<file path="config.mk">
export PLATFORM = sky130hd
export DESIGN_NAME = pie_top
export DESIGN_NICKNAME = d
export VERILOG_FILES = /design/src/hw/pie_pkg.sv /design/src/hw/pie_src_if.sv /design/src/hw/pie_gate.sv /design/src/hw/pie_top.sv
export SDC_FILE = /design/constraint.sdc
export NUM_CORES = 1
export LEC_CHECK = 0
export BUFFER_PORTS_ARGS = -buffer_cell sky130_fd_sc_hd__buf_2
export CAP_MARGIN = 15
export CORE_UTILIZATION = 46
export CTS_BUF_LIST = sky130_fd_sc_hd__clkbuf_2 sky130_fd_sc_hd__clkbuf_4 sky130_fd_sc_hd__clkbuf_8
export CTS_CLUSTER_SIZE = 20
export DETAILED_ROUTE_END_ITERATION = 6
export HOLD_SLACK_MARGIN = 0.02
export PLACE_DENSITY_LB_ADDON = 0.25
export SYNTH_ARGS = -nofsm -noshare
export SYNTH_HDL_FRONTEND = slang
export SYNTH_SLANG_ARGS = --single-unit
</file>
<file path="constraint.sdc">
create_clock -name ref_clk -period 1.4 [get_ports ref_clk]
set_clock_uncertainty 0.05 [all_clocks]
set_input_delay 0.14 -clock ref_clk [delete_from_list [all_inputs] [get_ports ref_clk]]
set_output_delay 0.14 -clock ref_clk [all_outputs]
set_load 0.02 [all_outputs]
</file>
<file path="src/hw/pie_pkg.sv">
// constants, register map and state type of the peripheral interrupt enable block
// assumes a 32-bit apb slave port and a 20 mhz ref_clk
package pie_pkg;
    localparam int ADDR_W = 8;
    localparam int DATA_W = 32;
    localparam int SRC_N = 16;
    localparam int EN_W = 8;
    localparam int CTRL_W = 3;
    // register byte offsets
    localparam logic [7:0] ADDR_ENABLE_1 = 8'h00;
    localparam logic [7:0] ADDR_ENABLE_2 = 8'h04;
    localparam logic [7:0] ADDR_CONTROL = 8'h08;
    localparam logic [7:0] ADDR_PRIORITY_1 = 8'h0c;
    localparam logic [7:0] ADDR_PRIORITY_2 = 8'h10;
    localparam logic [7:0] ADDR_PENDING = 8'h14;
    // enable 1 field positions
    localparam int BIT_PARALLEL_PORT = 7;
    localparam int BIT_CONVERTER = 6;
    localparam int BIT_SERIAL_RX = 5;
    localparam int BIT_SERIAL_TX = 4;
    localparam int BIT_SYNC_SERIAL = 3;
    localparam int BIT_CAPTURE_COMPARE = 2;
    localparam int BIT_TIMER_B_MATCH = 1;
    localparam int BIT_TIMER_A_OVERFLOW = 0;
    // control field positions
    localparam int BIT_PRIORITY_MODE = 0;
    localparam int BIT_GLOBAL_PERIPH = 1;
    localparam int BIT_GLOBAL_IRQ = 2;
    // reset values
    localparam logic [7:0] RST_ENABLE = 8'h00;
    localparam logic [7:0] RST_PRIORITY = 8'hff;
    localparam logic [2:0] RST_CONTROL = 3'h0;
    // program addresses
    localparam logic [15:0] VEC_RESET = 16'h0000;
    localparam logic [15:0] VEC_HIGH = 16'h0008;
    localparam logic [15:0] VEC_LOW = 16'h0018;

    typedef struct packed {
        logic [EN_W-1:0] enable_1;
        logic [EN_W-1:0] enable_2;
        logic [CTRL_W-1:0] control;
        logic [EN_W-1:0] priority_1;
        logic [EN_W-1:0] priority_2;
        logic [DATA_W-1:0] rdata;
        logic slverr;
        logic irq;
        logic [15:0] vector;
    } pie_state_t;
endpackage

</file>
<file path="src/hw/pie_src_if.sv">
// bundle between the register block and the per-source gate
// assumes both ends share ref_clk
`timescale 1ns/1ps
interface pie_src_if;
    logic [15:0] flag;
    logic [15:0] enable;
    logic [15:0] prio;
    logic prio_mode;
    logic global_periph;
    logic global_irq;
    logic [15:0] pend;
    logic req_high;
    logic req_low;
    modport gate (input flag, enable, prio, prio_mode, global_periph, global_irq,
        output pend, req_high, req_low);
    modport ctrl (output flag, enable, prio, prio_mode, global_periph, global_irq,
        input pend, req_high, req_low);
endinterface

</file>
<file path="src/hw/pie_gate.sv">
// per-source masking and global gating of peripheral interrupt requests
// assumes flags are already in the ref_clk domain
`timescale 1ns/1ps
module pie_gate (
    pie_src_if.gate g
);
    import pie_pkg::*;

    // one and-gate per source: flag only counts while its enable is set
    genvar i;
    generate
        for (i = 0; i < SRC_N; i++) begin : g_src
            assign g.pend[i] = g.flag[i] & g.enable[i];
        end
    endgenerate

    // compat mode needs both globals; priority mode splits high and low
    always_comb begin
        if (!g.prio_mode) begin
            g.req_high = g.global_irq & g.global_periph & (|g.pend);
            g.req_low = 1'b0;
        end else begin
            g.req_high = g.global_irq & (|(g.pend & g.prio));
            g.req_low = g.global_periph & (|(g.pend & ~g.prio));
        end
    end
endmodule

</file>
<file path="src/hw/pie_top.sv">
// peripheral interrupt enable block with apb register access
// assumes peripheral flags are levels on ref_clk and the core samples irq_req
//
// Function
// - every enable bit of enable register 1 is read/write, zero after reset.
// - bit 7 passes the parallel port interrupt only while set.
// - bit 6 passes the converter completion interrupt when set.
// - bit 5 passes the serial receiver interrupt when set.
// - bit 4 passes the serial transmitter interrupt when set.
// - bit 3 passes the synchronous serial port interrupt when set.
// - bit 2 passes the capture/compare unit interrupt when set.
// - bit 1 passes the timer b period match interrupt when set.
// - bit 0 passes the timer a overflow interrupt when set.
// - without priority mode, the global peripheral enable must also be set.
// - peripheral enables are split over two separate enable registers.
// - reset fetch at 0000h, interrupts vector to 0008h or 0018h.
`timescale 1ns/1ps
module pie_top (
    input wire logic ref_clk,
    input wire logic rst_n,
    input wire logic psel,
    input wire logic penable,
    input wire logic pwrite,
    input wire logic [pie_pkg::ADDR_W-1:0] paddr,
    input wire logic [pie_pkg::DATA_W-1:0] pwdata,
    input wire logic [3:0] pstrb,
    output logic [pie_pkg::DATA_W-1:0] prdata,
    output logic pready,
    output logic pslverr,
    input wire logic [7:0] periph_flag_1,
    input wire logic [7:0] periph_flag_2,
    output logic irq_req,
    output logic [15:0] irq_vector,
    output logic [15:0] reset_vector
);
    import pie_pkg::*;

    pie_state_t st_reg;
    pie_state_t st_next;
    pie_src_if src ();

    logic setup_ph;
    logic write_ph;
    logic mapped;

    // gate instance sees both enable registers as one source vector
    pie_gate u_gate (
        .g(src.gate)
    );

    assign src.flag = {periph_flag_2, periph_flag_1};
    assign src.enable = {st_reg.enable_2, st_reg.enable_1};
    assign src.prio = {st_reg.priority_2, st_reg.priority_1};
    assign src.prio_mode = st_reg.control[BIT_PRIORITY_MODE];
    assign src.global_periph = st_reg.control[BIT_GLOBAL_PERIPH];
    assign src.global_irq = st_reg.control[BIT_GLOBAL_IRQ];

    // apb phase decode
    assign setup_ph = psel & ~penable;
    assign write_ph = psel & penable & pwrite & pstrb[0];
    assign mapped = (paddr == ADDR_ENABLE_1) || (paddr == ADDR_ENABLE_2) ||
        (paddr == ADDR_CONTROL) || (paddr == ADDR_PRIORITY_1) ||
        (paddr == ADDR_PRIORITY_2) || (paddr == ADDR_PENDING);

    // next state: register writes, read capture, request and vector
    always_comb begin
        st_next = st_reg;
        if (write_ph) begin
            case (paddr)
                ADDR_ENABLE_1: st_next.enable_1 = pwdata[7:0];
                ADDR_ENABLE_2: st_next.enable_2 = pwdata[7:0];
                ADDR_CONTROL: st_next.control = pwdata[2:0];
                ADDR_PRIORITY_1: st_next.priority_1 = pwdata[7:0];
                ADDR_PRIORITY_2: st_next.priority_2 = pwdata[7:0];
                default: st_next.control = st_reg.control;
            endcase
        end
        if (setup_ph) begin
            st_next.slverr = ~mapped;
            case (paddr)
                ADDR_ENABLE_1: st_next.rdata = {24'h000000, st_reg.enable_1};
                ADDR_ENABLE_2: st_next.rdata = {24'h000000, st_reg.enable_2};
                ADDR_CONTROL: st_next.rdata = {29'h0, st_reg.control};
                ADDR_PRIORITY_1: st_next.rdata = {24'h000000, st_reg.priority_1};
                ADDR_PRIORITY_2: st_next.rdata = {24'h000000, st_reg.priority_2};
                ADDR_PENDING: st_next.rdata = {16'h0000, src.pend};
                default: st_next.rdata = 32'h00000000;
            endcase
        end
        // high priority wins the vector
        st_next.irq = src.req_high | src.req_low;
        if (src.req_high) begin
            st_next.vector = VEC_HIGH;
        end else if (src.req_low) begin
            st_next.vector = VEC_LOW;
        end else begin
            st_next.vector = VEC_HIGH;
        end
    end

    // state register
    always_ff @(posedge ref_clk or negedge rst_n) begin
        if (!rst_n) begin
            st_reg.enable_1 <= RST_ENABLE;
            st_reg.enable_2 <= RST_ENABLE;
            st_reg.control <= RST_CONTROL;
            st_reg.priority_1 <= RST_PRIORITY;
            st_reg.priority_2 <= RST_PRIORITY;
            st_reg.rdata <= 32'h00000000;
            st_reg.slverr <= 1'b0;
            st_reg.irq <= 1'b0;
            st_reg.vector <= VEC_HIGH;
        end else begin
            st_reg <= st_next;
        end
    end

    // outputs
    assign prdata = st_reg.rdata;
    assign pready = 1'b1;
    assign pslverr = psel & penable & st_reg.slverr;
    assign irq_req = st_reg.irq;
    assign irq_vector = st_reg.vector;
    assign reset_vector = VEC_RESET;

    // enable 1 write lands one edge later
    AST_EN1_WRITE: assert property (@(posedge ref_clk) disable iff (!rst_n)
        (write_ph && paddr == ADDR_ENABLE_1) |=> (st_reg.enable_1 == $past(pwdata[7:0])))
        else $error("enable 1 write lost");

    // enable 1 read returns stored value
    AST_EN1_READ: assert property (@(posedge ref_clk) disable iff (!rst_n)
        (setup_ph && !pwrite && paddr == ADDR_ENABLE_1) |=> (prdata[7:0] == $past(st_reg.enable_1)))
        else $error("enable 1 read wrong");

    // parallel port alone cannot request while its enable is clear
    AST_PAR_MASK: assert property (@(posedge ref_clk) disable iff (!rst_n)
        (periph_flag_1 == 8'h80 && periph_flag_2 == 8'h00 && !st_reg.enable_1[BIT_PARALLEL_PORT]) |=> !irq_req)
        else $error("masked parallel port requested");

    // timer a overflow requests in compat mode when all gates open
    AST_TMA_PASS: assert property (@(posedge ref_clk) disable iff (!rst_n)
        (periph_flag_1[BIT_TIMER_A_OVERFLOW] && st_reg.enable_1[BIT_TIMER_A_OVERFLOW] &&
        st_reg.control == 3'h6) |=> (irq_req && irq_vector == VEC_HIGH))
        else $error("timer a overflow not requested");

    // pending of each enable 1 source follows flag and enable
    genvar k;
    generate
        for (k = 0; k < EN_W; k++) begin : g_chk
            AST_SRC_PEND: assert property (@(posedge ref_clk) disable iff (!rst_n)
                src.pend[k] == (periph_flag_1[k] && st_reg.enable_1[k]))
                else $error("pending bit does not follow enable");
        end
    endgenerate

    // compat mode with global peripheral enable clear never requests
    AST_GLOBAL_GATE: assert property (@(posedge ref_clk) disable iff (!rst_n)
        (!st_reg.control[BIT_PRIORITY_MODE] && !st_reg.control[BIT_GLOBAL_PERIPH]) |=> !irq_req)
        else $error("request without global peripheral enable");

    // write to enable 2 leaves enable 1 alone
    AST_SPLIT_REGS: assert property (@(posedge ref_clk) disable iff (!rst_n)
        (write_ph && paddr == ADDR_ENABLE_2) |=> $stable(st_reg.enable_1))
        else $error("enable 2 write disturbed enable 1");

    // vector is one of the two entry points and compat uses the high one
    AST_VECTOR: assert property (@(posedge ref_clk) disable iff (!rst_n)
        (irq_req && !$past(st_reg.control[BIT_PRIORITY_MODE])) |-> irq_vector == VEC_HIGH)
        else $error("compat vector wrong");

    // a request always has a pending enabled source behind it
    AST_REQ_CAUSE: assert property (@(posedge ref_clk) disable iff (!rst_n)
        $rose(irq_req) |-> $past(|src.pend))
        else $error("request without pending source");

    // parallel port alone requests exactly when its enable was set
    AST_PAR_GATE: assert property (@(posedge ref_clk) disable iff (!rst_n)
        (periph_flag_1 == (8'h01 << BIT_PARALLEL_PORT) && periph_flag_2 == 8'h00 && st_reg.control == 3'h6)
        |=> (irq_req == $past(st_reg.enable_1[BIT_PARALLEL_PORT])))
        else $error("parallel port gate wrong");

    // converter completion alone requests exactly when its enable was set
    AST_CONV_GATE: assert property (@(posedge ref_clk) disable iff (!rst_n)
        (periph_flag_1 == (8'h01 << BIT_CONVERTER) && periph_flag_2 == 8'h00 && st_reg.control == 3'h6)
        |=> (irq_req == $past(st_reg.enable_1[BIT_CONVERTER])))
        else $error("converter gate wrong");

    // serial receiver alone requests exactly when its enable was set
    AST_RX_GATE: assert property (@(posedge ref_clk) disable iff (!rst_n)
        (periph_flag_1 == (8'h01 << BIT_SERIAL_RX) && periph_flag_2 == 8'h00 && st_reg.control == 3'h6)
        |=> (irq_req == $past(st_reg.enable_1[BIT_SERIAL_RX])))
        else $error("serial receiver gate wrong");

    // serial transmitter alone requests exactly when its enable was set
    AST_TX_GATE: assert property (@(posedge ref_clk) disable iff (!rst_n)
        (periph_flag_1 == (8'h01 << BIT_SERIAL_TX) && periph_flag_2 == 8'h00 && st_reg.control == 3'h6)
        |=> (irq_req == $past(st_reg.enable_1[BIT_SERIAL_TX])))
        else $error("serial transmitter gate wrong");

    // synchronous serial port alone requests exactly when its enable was set
    AST_SYNC_GATE: assert property (@(posedge ref_clk) disable iff (!rst_n)
        (periph_flag_1 == (8'h01 << BIT_SYNC_SERIAL) && periph_flag_2 == 8'h00 && st_reg.control == 3'h6)
        |=> (irq_req == $past(st_reg.enable_1[BIT_SYNC_SERIAL])))
        else $error("synchronous serial gate wrong");

    // capture/compare unit alone requests exactly when its enable was set
    AST_CAPCMP_GATE: assert property (@(posedge ref_clk) disable iff (!rst_n)
        (periph_flag_1 == (8'h01 << BIT_CAPTURE_COMPARE) && periph_flag_2 == 8'h00 && st_reg.control == 3'h6)
        |=> (irq_req == $past(st_reg.enable_1[BIT_CAPTURE_COMPARE])))
        else $error("capture compare gate wrong");

    // timer b period match alone requests exactly when its enable was set
    AST_TMB_GATE: assert property (@(posedge ref_clk) disable iff (!rst_n)
        (periph_flag_1 == (8'h01 << BIT_TIMER_B_MATCH) && periph_flag_2 == 8'h00 && st_reg.control == 3'h6)
        |=> (irq_req == $past(st_reg.enable_1[BIT_TIMER_B_MATCH])))
        else $error("timer b match gate wrong");

    // timer a overflow alone requests exactly when its enable was set
    AST_TMA_GATE: assert property (@(posedge ref_clk) disable iff (!rst_n)
        (periph_flag_1 == (8'h01 << BIT_TIMER_A_OVERFLOW) && periph_flag_2 == 8'h00 && st_reg.control == 3'h6)
        |=> (irq_req == $past(st_reg.enable_1[BIT_TIMER_A_OVERFLOW])))
        else $error("timer a overflow gate wrong");

    // enable 2 write lands one edge later
    AST_EN2_WRITE: assert property (@(posedge ref_clk) disable iff (!rst_n)
        (write_ph && paddr == ADDR_ENABLE_2) |=> (st_reg.enable_2 == $past(pwdata[7:0])))
        else $error("enable 2 write lost");

    // enable 2 read returns stored value with zero upper bits
    AST_EN2_READ: assert property (@(posedge ref_clk) disable iff (!rst_n)
        (setup_ph && !pwrite && paddr == ADDR_ENABLE_2) |=> (prdata == {24'h000000, $past(st_reg.enable_2)}))
        else $error("enable 2 read wrong");

    // write to enable 1 leaves enable 2 alone
    AST_SPLIT_REGS_REV: assert property (@(posedge ref_clk) disable iff (!rst_n)
        (write_ph && paddr == ADDR_ENABLE_1) |=> $stable(st_reg.enable_2))
        else $error("enable 1 write disturbed enable 2");

    // control write lands one edge later
    AST_CTRL_WRITE: assert property (@(posedge ref_clk) disable iff (!rst_n)
        (write_ph && paddr == ADDR_CONTROL) |=> (st_reg.control == $past(pwdata[2:0])))
        else $error("control write lost");

    // control read returns stored value
    AST_CTRL_READ: assert property (@(posedge ref_clk) disable iff (!rst_n)
        (setup_ph && !pwrite && paddr == ADDR_CONTROL) |=> (prdata == {29'h0, $past(st_reg.control)}))
        else $error("control read wrong");

    // priority 2 write lands one edge later
    AST_PRIO_WRITE: assert property (@(posedge ref_clk) disable iff (!rst_n)
        (write_ph && paddr == ADDR_PRIORITY_2) |=> (st_reg.priority_2 == $past(pwdata[7:0])))
        else $error("priority 2 write lost");

    // a write without the low byte strobe changes nothing
    AST_STRB_GUARD: assert property (@(posedge ref_clk) disable iff (!rst_n)
        (psel && penable && pwrite && !pstrb[0]) |=> $stable(st_reg.enable_1))
        else $error("strobe-less write changed enable 1");

    // unmapped place reads zero and flags an error in its access phase
    AST_UNMAPPED_ERR: assert property (@(posedge ref_clk) disable iff (!rst_n)
        (setup_ph && !mapped) |=> (prdata == 32'h00000000 && (!penable || pslverr)))
        else $error("unmapped access not refused");

    // mapped places never answer with an error
    AST_MAPPED_OK: assert property (@(posedge ref_clk) disable iff (!rst_n)
        (setup_ph && mapped) |=> !pslverr)
        else $error("mapped access refused");

    // pending read shows flag and enable of every source
    AST_PEND_READ: assert property (@(posedge ref_clk) disable iff (!rst_n)
        (setup_ph && !pwrite && paddr == ADDR_PENDING) |=>
        (prdata == {16'h0000, $past(periph_flag_2 & st_reg.enable_2), $past(periph_flag_1 & st_reg.enable_1)}))
        else $error("pending read wrong");

    // pending is read-only: a write there disturbs no register
    AST_PEND_RO: assert property (@(posedge ref_clk) disable iff (!rst_n)
        (write_ph && paddr == ADDR_PENDING) |=>
        ($stable(st_reg.enable_1) && $stable(st_reg.enable_2) && $stable(st_reg.control)))
        else $error("pending write changed a register");

    // no enabled flag means no request one edge later
    AST_NO_PEND: assert property (@(posedge ref_clk) disable iff (!rst_n)
        (src.pend == 16'h0000) |=> !irq_req)
        else $error("request with nothing pending");

    // compat mode with both globals set passes any enabled flag
    AST_COMPAT_PASS: assert property (@(posedge ref_clk) disable iff (!rst_n)
        (!st_reg.control[BIT_PRIORITY_MODE] && st_reg.control[BIT_GLOBAL_PERIPH] &&
        st_reg.control[BIT_GLOBAL_IRQ] && src.pend != 16'h0000) |=> (irq_req && irq_vector == VEC_HIGH))
        else $error("enabled source not requested in compat mode");

    // priority mode: a high source with the global enable takes the high vector
    AST_HIGH_WINS: assert property (@(posedge ref_clk) disable iff (!rst_n)
        (st_reg.control[BIT_PRIORITY_MODE] && st_reg.control[BIT_GLOBAL_IRQ] &&
        (src.pend & src.prio) != 16'h0000) |=> (irq_req && irq_vector == VEC_HIGH))
        else $error("high priority source not on the high vector");

    // priority mode: a low source alone takes the low vector
    AST_LOW_VECTOR: assert property (@(posedge ref_clk) disable iff (!rst_n)
        (st_reg.control[BIT_PRIORITY_MODE] && st_reg.control[BIT_GLOBAL_PERIPH] &&
        (src.pend & ~src.prio) != 16'h0000 &&
        !(st_reg.control[BIT_GLOBAL_IRQ] && (src.pend & src.prio) != 16'h0000))
        |=> (irq_req && irq_vector == VEC_LOW))
        else $error("low priority source not on the low vector");

    // priority mode: low sources stay silent without the global peripheral enable
    AST_LOW_NEEDS_PERIPH: assert property (@(posedge ref_clk) disable iff (!rst_n)
        (st_reg.control[BIT_PRIORITY_MODE] && !st_reg.control[BIT_GLOBAL_PERIPH] &&
        (src.pend & src.prio) == 16'h0000) |=> !irq_req)
        else $error("low priority request without global peripheral enable");

    // idle vector rests on the high entry point
    AST_IDLE_VECTOR: assert property (@(posedge ref_clk) disable iff (!rst_n)
        !irq_req |-> (irq_vector == VEC_HIGH))
        else $error("idle vector wrong");
endmodule

</file>
==> impl_metrics.toml, run 1 <==
[placed_design]
finalWeightedCongestion = 0.926
place.detailed.hpwl_mm = 6.34
place.port_buffers = 56
dp_slack_ns = -0.689
placedInstanceArea_mm2 = 0.00380

[global_route]
global_route.usage.met1_pct = 32.9
met2_usage_pct = 36.7
grt_first_pass_wirelength_mm = 13.2
via_count_of_the_first_global_routing_pass = 2607
grt_remaining_overflow = 0
met3_usage_pct = 4.67
grt_antenna_before_repair = 0
track_usage_pct = 23.7
grt.busiest_layer = "met2"
pin_count_of_the_biggest_net_entering_global_routing = 55

[power_and_ir_drop]
worst_ir_drop_vdd_mv = 0.414
power_density_mw_per_mm2 = 706
power.share.clock_pct = 32.4
switching_share_pct = 29.0
total_leakage_power_nw = 2.02
internal_power_contribution_mw = 2.06
power.share.combinational_pct = 12.9
power.share.sequential_pct = 54.6
switchingPower_mw = 0.842

[timing]
final_period_minus_worst_setup_slack_ns = 1.62
achievable-frequency_ghz = 0.616
final_max_slew_viol_count = 0
rsz0062_at_grt = "true"
tightestPinTransition_ns = 0.530
finalHoldViolCount = 0
final_critical_path_setup_slack_ns = -0.223
setup_viol = 53
hold_ws_ns = 0.0453
slew_headroom_pct = 64.6
min_period_over_period_pct = 116

[routing]
routedWlPerCell_um = 16.4
detailedRoute.firstIterationViolations = 173
drt_drc_violations_left = 0
wire_length_reported_by_the_detailed_router_mm = 8.34
route.vias.total = 2692
drt-vias-per-instance = 5.29
drt.antenna.violating_nets = 0
first_pass_iteration_count_of_the_detailed_router = 5

[floorplan]
area_of_the_die_mm2 = 0.00753
die_height_um = 86.8
floorplan.initialDensity_pct = 48.1
placeableCoreArea_mm2 = 0.00687
boundaryPins = 132
die_width_um = 86.8
core.rowCount = 30

[yosys]
share_of_flip_flops_with_an_asynchronous_set_or_reset_after_synthesis_pct = 100
postSynthRegisterBits = 54
ys.warnings.count = 0
yosys_most_used_dff = "dfrtp_1"
yosysUniqueCellTypes = 42
synth_top_area_share_pct = 28.8
post-synth-top-area-cell = "dfrtp_1"
cell_count_after_synthesis = 317
synth.top_cells.by_area = "dfrtp_1, buf_4, dfstp_2, mux2_2, nand2_1"
synth.avg_cell_area_um2 = 10.4
area_of_the_mapped_netlist_mm2 = 0.00331
count_of_flip_flops_with_a_built_in_enable_after_synthesis = 0
synth-seq-area-share_pct = 41.5

[cells_and_area]
layout.cells.most_common = "buf_2"
final_cell_mix = "buf_2, buf_4, conb_1, dfrtp_1, nand2_1"
fillers = 634
drive_above_1_share_pct = 49.9
finalInstanceArea_mm2 = 0.00410
num-nets-final = 477
antenna_cells_inserted = 0
finish.utilization_pct = 59.7
areaGrowthSynthToFinish_pct = 24.1

[clock_network]
clk_transition_reported_paths_ns = 0.11
cts_max_path_buffers = 2
clockRootBuffer = "clkbuf_8"
worst_skew_pair.late_latency_ns = 0.31
cts.htree.levels = 2
tritoncts_clock_tree = "built"
inserted_clock_buffers = 5
cts.sink_count = 54

[setup_path]
worst-endpoint-arrival_ns = 1.83
worst-setup-path-type = "in2reg"
timing.critical_path.fanout_max = 8
end_kind = "register"
worstPathRequired_ns = 1.60
worst_setup_path_start_kind = "input pin"

[status]
failed_checks = "setup timing"
result_of_the_run = "finished, violations left"

[hold_path]
min-delay-path-class = "in2reg"

[run]
max_cap_viol_count = 0
==> cell type report <==
| type | instances | area [µm²] | area share (%) |
|---|---|---|---|
| Clock buffer | 5 | 68.8 | 1.68 |
| Clock inverter | 3 | 28.8 | 0.701 |
| Inverter | 1 | 3.75 | 0.0915 |
| Multi-Input combinational cell | 235 | 1740 | 42.4 |
| Sequential cell | 54 | 1370 | 33.4 |
| Tap cell | 96 | 120 | 2.93 |
| Timing Repair Buffer | 115 | 768 | 18.7 |
==> logic make-up (layout without fill, tap and decap cells) <==
family / count (synthesis) / in the layout / synth area share (%)
buf+inv: 74 / 124 / 16.5
simple gates: 89 / 89 / 15.4
compound gates: 61 / 61 / 12.8
other cells: 2 / 48 / 0.227
mux: 37 / 37 / 13.5
flops: 54 / 54 / 41.5
==> final timing paths <==
kind | to | slack, ns | start | cells after the start
max reg2reg | prdata[0] | -0.18 | src.enable[0] | 5
min in group asynchronous | src.enable[10] | 0.29 | rst_n | 3
min | src.enable[5] | 0.05 | pwdata[5] | 2
max | src.prio[10] | -0.22 | paddr[7] | 6
max in group asynchronous | src.prio[6] | 0.72 | rst_n | 3
min reg2reg | prdata[9] | 0.44 | prdata[9] | 2
==> metrics by stage <==
stage | TNS (ns) | std cells | power [mW]
after floorplan | -23.64 | 363 | 1.89
after global placement | -29.96 | 494 | 1.96
after detailed placement | -30.90 | 494 | 1.96
after CTS | -8.93 | 509 | 2.92
after global routing | -10.84 | 509 | 3.01
final | -8.72 | 509 | 2.90
==> power groups by stage <==
stage	clock network, mW	registers, mW	logic [mW]
floorplan	0	1.61	0.285
global placement	0	1.61	0.353
detailed placement	0	1.61	0.354
CTS	0.967	1.58	0.371
global route	1.02	1.58	0.408
finish	0.940	1.58	0.374
==> layer usage <==
metal	wire (µm)	share of wire, %
met1	3760	45
met2	3710	44
met4	210	2.5
met3	654	7.8
met5	0	0
==> worst max-delay path: stages <==
cell and delay (ns):
buf_6 0.09, or4_4 0.53, or3_4 0.40, nor2_8 0.15, nand3_4 0.18, mux2_4 0.34
==> synth_stat cells, types with 2 or more instances <==
master	number
nand4_1	6
buf_4	67
and2_1	3
mux2_2	33
nor2_1	3
nor2b_1	8
a31oi_1	2
a32oi_1	2
dfstp_2	16
nand3_1	10
or3_1	2
clkbuf_1	3
a221o_1	5
dfrtp_1	38
conb_1	2
o22ai_1	8
a21oi_1	11
buf_6	2
and3_1	9
o21ai_0	16
nand2b_1	2
a22oi_1	5
mux4_2	2
a22o_1	7
nor4_1	2
nand2_1	36
mux2_4	2
==> repair_timing <==
action,in CTS,in global routing
hold endpoints to repair,42,0
pin swaps,19,5
hold buffers,1,0
gates cloned,0,0
buffers inserted,6,0
gates resized for setup,30,3
setup endpoints to repair,53,53
(Power assumes the default switching activity.)
==> inputs of run 2 (changes only) <==
CORE_UTILIZATION = 50   (was 46)
RECOVER_POWER = 25   (was unset)
clock period = 1.6 ns   (was 1.4 ns; I/O delays follow)
==> impl_metrics.toml, run 2 (synthesis results as in run 1) <==
[cells_and_area]
antenna_cells_inserted = 0
finish.cell_count_without_fillers = 463
layout.cells.most_common = "buf_2"
drive_above_1_share_pct = 45.6
num-nets-final = 450
final_cell_mix = "buf_2, conb_1, dfrtp_1, nand2_1"
areaGrowthSynthToFinish_pct = 15.9

[clock_network]
worst_skew_pair.late_latency_ns = 0.31
cts_max_path_buffers = 2
cts.htree.levels = 2
tritoncts_clock_tree = "built"
inserted_clock_buffers = 5
clockRootBuffer = "clkbuf_8"
cts.sink_count = 54
clk_transition_reported_paths_ns = 0.10

[floorplan]
boundaryPins = 132
core.rowCount = 29
floorplan.initialDensity_pct = 52.1
area_of_the_die_mm2 = 0.00694
die_width_um = 83.3
placeableCoreArea_mm2 = 0.00635
die_height_um = 83.3

[global_route]
grt_antenna_before_repair = 0
grt_first_pass_wirelength_mm = 12.5
pin_count_of_the_biggest_net_entering_global_routing = 55
grt_remaining_overflow = 0
track_usage_pct = 23.3
via_count_of_the_first_global_routing_pass = 2347

[placed_design]
numPlacedInstances = 453
place.port_buffers = 56
place.detailed.hpwl_mm = 6.04
finalWeightedCongestion = 0.964

[timing]
final_period_minus_worst_setup_slack_ns = 1.66
hold_ws_ns = 0.0675
setup_viol = 22
achievable-frequency_ghz = 0.601
final_critical_path_setup_slack_ns = -0.0644
final_max_slew_viol_count = 0
min_period_over_period_pct = 104
finalHoldViolCount = 0
slew_headroom_pct = 52.3
tightestPinTransition_ns = 0.715
rsz0062_at_grt = "true"

[setup_path]
critical_path.max_stage_delay_ns = 0.54
critical_path.slowest_cell = "or4_4"
worst_setup_path_start_kind = "input pin"
reg2regPathDepth = 5
timing.critical_path.fanout_max = 8
worst-setup-path-type = "in2reg"
worstPathRequired_ns = 1.80
series_of_cell_instances_along_the_critical_path = "buf_6 > or4_4 > or3_4 > nor2_8 > nand3_4 > mux2_4"
end_kind = "register"
reg2reg_to = "prdata[2]"
rrSetupSlack_ns = 0.01
r2r_start = "src.enable[2]"
worst-endpoint-arrival_ns = 1.86

[routing]
routedWlPerCell_um = 17.3
met1_wire_length_mm = 3.52
first_pass_iteration_count_of_the_detailed_router = 4
detailedRoute.firstIterationViolations = 212
drt_drc_violations_left = 0
drt.antenna.violating_nets = 0
wire_length_reported_by_the_detailed_router_mm = 8.00
met2_length_mm = 3.66
drt-vias-per-instance = 5.63
route.vias.total = 2605
top_layer_used = "met4"
met3_length_um = 603

[power_and_ir_drop]
total_leakage_power_nw = 1.86
power_density_mw_per_mm2 = 648
worst_ir_drop_vdd_mv = 0.629
total_power_mw = 2.48

[status]
failed_checks = "setup timing"
result_of_the_run = "finished, violations left"

[hold_path]
timing.hold.worst_path_depth = 2
whs_endpoint = "src.prio[3]"
worstHoldStart = "pwdata[3]"
min-delay-path-class = "in2reg"

[run]
max_cap_viol_count = 0
==> run 2: changes by cell type in the layout (fill, tap and decap cells not counted), moves of 2 or more <==
| cell | change |
|---|---|
| a31oi_4 | -2 |
| buf_4 | -28 |
| mux2_2 | +2 |
| mux2_4 | -2 |
| o21ai_1 | -3 |
| o21ai_2 | +2 |
==> run 2: power breakdown <==
group / switching [mW] / internal (mW) / total (mW)
registers: 0.00868 / 1.38 / 1.38
clock network: 0.478 / 0.309 / 0.788
logic: 0.226 / 0.0834 / 0.309
total: 0.713 / 1.77 / 2.48
==> run 2: area by class of cell <==
| type | instances | area, µm² |
|---|---|---|
| clock buffers | 5 | 68.8 |
| clock inverters | 3 | 21.3 |
| fillers | 547 | 2520 |
| inverters | 1 | 3.75 |
| multi-input cells | 235 | 1710 |
| flip-flops and latches | 54 | 1370 |
| well taps | 77 | 96.3 |
| repair buffers | 88 | 557 |
==> run 2: timing repair <==
item | 4_1_cts | 5_1_grt
hold buffers | 1 | 0
gates resized for setup | 15 | 13
endpoints found under the hold margin | 38 | 0
buffers inserted | 1 | 0
setup endpoints to repair | 47 | 49
pin swaps | 9 | 12
==> run 2: worst max path at each step <==
stage | start | to | slack (ns) | cells after the start
final | paddr[0] | src.prio[15] | -0.06 | 6
after global routing | paddr[0] | src.prio[2] | -0.09 | 7
after CTS | paddr[0] | src.prio[6] | -0.06 | 7
after detailed placement | paddr[7] | src.enable[12] | -0.53 | 7
after global placement | paddr[7] | prdata[3] | -0.50 | 6
after floorplan | paddr[7] | src.prio[0] | -0.40 | 6
==> run 2: metrics by stage <==
stage | area (µm²) | setup TNS [ns] | setup slack, ns | util (%)
after detailed placement | 3600 | -22.83 | -0.534 | 56.7
after global routing | 3830 | -2.07 | -0.0941 | 60.3
final | 3830 | -0.994 | -0.0644 | 60.3
after global placement | 3600 | -21.29 | -0.502 | 56.7
after floorplan | 3530 | -14.46 | -0.403 | -
after CTS | 3790 | -0.929 | -0.0612 | 59.6
==> run 2: layer usage <==
layer / vias to the layer above / global-route usage, %
li1: 1172 / -
met1: 1251 / 33.5
met2: 160 / 35.9
met3: 22 / 3.88
met4: 0 / 7.52
met5: - / 0
==> run 2: critical path, delay by kind of cell <==
family                 cells  cell delay, ns
and+or+nand+nor            4            1.28
muxes                      1            0.34
buffers and inverters      1            0.09
==> inputs of run 3 (changes only) <==
CORE_UTILIZATION = 51   (was 50)
SYNTH_HIERARCHICAL = 1   (was unset)
==> impl_metrics.toml, run 3 <==
[setup_path]
worst_setup_path_start_kind = "register"
reg2regPathDepth = 5
r2r_start = "src.enable[7]"
path_depth = 5
end_kind = "register"
family_with_the_most_delay_on_the_worst_path = "multiplexers"
worstPathRequired_ns = 1.75
worst-endpoint-arrival_ns = 1.75
series_of_cell_instances_along_the_critical_path = "nand2_2 > inv_2 > mux4_2 > nor2b_4 > a221o_1"
reg2reg_to = "prdata[7]"
rrSetupSlack_ns = 0.0004
worstPathBufferInverterCount = 1
critical_path.max_stage_delay_ns = 0.46
worst-setup-path-type = "reg2reg"
timing.critical_path.fanout_max = 4
critical_path.slowest_cell = "mux4_2"

[routing]
routedWlPerCell_um = 16.2
route.vias.total = 2479
drt.antenna.violating_nets = 0
detailedRoute.firstIterationViolations = 175
drt_drc_violations_left = 0
first_pass_iteration_count_of_the_detailed_router = 6
wire_length_reported_by_the_detailed_router_mm = 7.51
drt-vias-per-instance = 5.34

[cells_and_area]
num-nets-final = 451
final_cell_mix = "buf_2, conb_1, dfrtp_1, mux2_2, buf_4"
finalInstanceArea_mm2 = 0.00378
layout.cells.most_common = "buf_2"
fillers = 542
antenna_cells_inserted = 0
areaGrowthSynthToFinish_pct = 13.8
drive_above_1_share_pct = 45.0

[clock_network]
inserted_clock_buffers = 5
cts.sink_count = 54
clk_transition_reported_paths_ns = 0.10
worst_skew_pair.late_latency_ns = 0.31
tritoncts_clock_tree = "built"
clockRootBuffer = "clkbuf_8"
cts_max_path_buffers = 2
cts.htree.levels = 2

[timing]
finalHoldViolCount = 0
rsz0062_at_grt = "true"
min_period_over_period_pct = 100
final_max_slew_viol_count = 0
final_period_minus_worst_setup_slack_ns = 1.60
achievable-frequency_ghz = 0.625
final_critical_path_setup_slack_ns = 0.000366
tightestPinTransition_ns = 0.731
setup_viol = 0
slew_headroom_pct = 51.2

[yosys]
cell_count_after_synthesis = 313
yosys_most_used_dff = "dfrtp_1"
synth_top_area_share_pct = 28.6
synth_top_cells_by_count = "buf_4, dfrtp_1, mux2_2"
synth.top_cells.by_area = "dfrtp_1, buf_4, dfstp_2, mux2_2, mux4_2"
synth-seq-area-share_pct = 41.2
postSynthRegisterBits = 54
count_of_flip_flops_with_a_built_in_enable_after_synthesis = 0
area_of_the_mapped_netlist_mm2 = 0.00332
synthMostInstantiatedCell = "buf_4"
post-synth-top-area-cell = "dfrtp_1"
yosysUniqueCellTypes = 36
ys.warnings.count = 6
synth.avg_cell_area_um2 = 10.6
share_of_flip_flops_with_an_asynchronous_set_or_reset_after_synthesis_pct = 100

[placed_design]
place.detailed.hpwl_mm = 5.85
place.port_buffers = 56
finalWeightedCongestion = 0.951
dp_slack_ns = -0.0319
placedInstanceArea_mm2 = 0.00361

[status]
result_of_the_run = "finished clean"

[global_route]
grt_first_pass_wirelength_mm = 12.0
track_usage_pct = 23.8
grt_antenna_before_repair = 0
grt_remaining_overflow = 0
via_count_of_the_first_global_routing_pass = 2420
pin_count_of_the_biggest_net_entering_global_routing = 55

[hold_path]
whs_endpoint = "src.prio[12]"
worstHoldStart = "pwdata[4]"
min-delay-path-class = "in2reg"
timing.hold.worst_path_depth = 2

[floorplan]
die_width_um = 82.7
core.rowCount = 29
floorplan.initialDensity_pct = 52.7
die_height_um = 82.7
area_of_the_die_mm2 = 0.00685
boundaryPins = 132
placeableCoreArea_mm2 = 0.00631

[power_and_ir_drop]
power_density_mw_per_mm2 = 660
total_leakage_power_nw = 2.04
worst_ir_drop_vdd_mv = 0.495

[run]
max_cap_viol_count = 0
==> run 3: layout make-up <==
type / instances / area, µm² / share of cell area, %
multi-input cells: 216 / 1580 / 41.7
repair buffers: 93 / 577 / 15.2
well taps: 77 / 96.3 / 2.55
clock buffers: 6 / 82.6 / 2.18
clock inverters: 2 / 16.3 / 0.430
inverters: 16 / 60.1 / 1.59
flip-flops and latches: 54 / 1370 / 36.3
==> run 3: worst max-delay path by stage <==
| stage | startpoint | endpoint | slack [ns] |
|---|---|---|---|
| final | src.enable[7] | prdata[7] | 0.0004 |
| after global routing | src.enable[13] | irq_req | -0.08 |
| after CTS | src.enable[4] | prdata[4] | -0.007 |
| after detailed placement | src.enable[13] | irq_req | -0.03 |
| after global placement | src.enable[13] | irq_req | -0.01 |
| after floorplan | paddr[4] | src.global_irq | 0.10 |
==> run 3: through the flow <==
step / hold WS (ns) / TNS, ns / std cells / total power [mW] / util, %
finish: 0.0701 / 0 / 464 / 2.50 / 59.9
global route: 0.0750 / -0.234 / 464 / 2.60 / 59.9
CTS: 0.0656 / -0.0107 / 461 / 2.52 / 59.3
detailed placement: 0.129 / -0.0491 / 450 / 1.71 / 57.2
global placement: 0.124 / -0.0108 / 450 / 1.71 / 57.2
floorplan: -0.186 / 0 / 359 / 1.67 / -
==> run 3: what timing repair did <==
action,in CTS,in global routing
setup endpoints to repair,2,6
hold buffers,1,0
pin swaps,3,6
endpoints found under the hold margin,38,0
buffers inserted,2,3
resized for setup,3,8
==> run 3: per-layer routing <==
| metal | wire (µm) | share of wire (%) | vias to the layer above | track usage (%) |
|---|---|---|---|---|
| met5 | 0 | 0 | - | 0 |
| met4 | 138 | 1.8 | 0 | 8.10 |
| met3 | 544 | 7.2 | 15 | 4.62 |
| met2 | 3530 | 47 | 137 | 38.0 |
| met1 | 3300 | 44 | 1184 | 32.3 |
| li1 | - | - | 1143 | - |
==> run 3: cell families (layout without fill, tap and decap cells) <==
| family | count (synthesis) | count (layout) | synth area share (%) |
|---|---|---|---|
| AND/OR/NAND/NOR | 89 | 89 | 15.7 |
| AO/OA/AOI/OAI | 30 | 30 | 7.34 |
| multiplexers | 49 | 49 | 18.0 |
| buffers and inverters | 89 | 117 | 17.5 |
| other | 2 | 48 | 0.226 |
| flip-flops | 54 | 54 | 41.2 |
==> run 3: power by group <==
group | leakage [nW] | switching, mW | internal (mW) | total [mW]
Combinational | 1.31 | 0.220 | 0.0828 | 0.303
Clock | 0.0478 | 0.453 | 0.357 | 0.810
Sequential | 0.691 | 0.00779 | 1.38 | 1.38
==> run 3: worst reg2reg max path: cells and delay by family (launching register included) <==
family                 cells  cell delay [ns]
multiplexers               1             0.46
flip-flops                 1             0.43
AND/OR/NAND/NOR            2             0.26
AO/OA/AOI/OAI              1             0.25
buffers and inverters      1             0.04
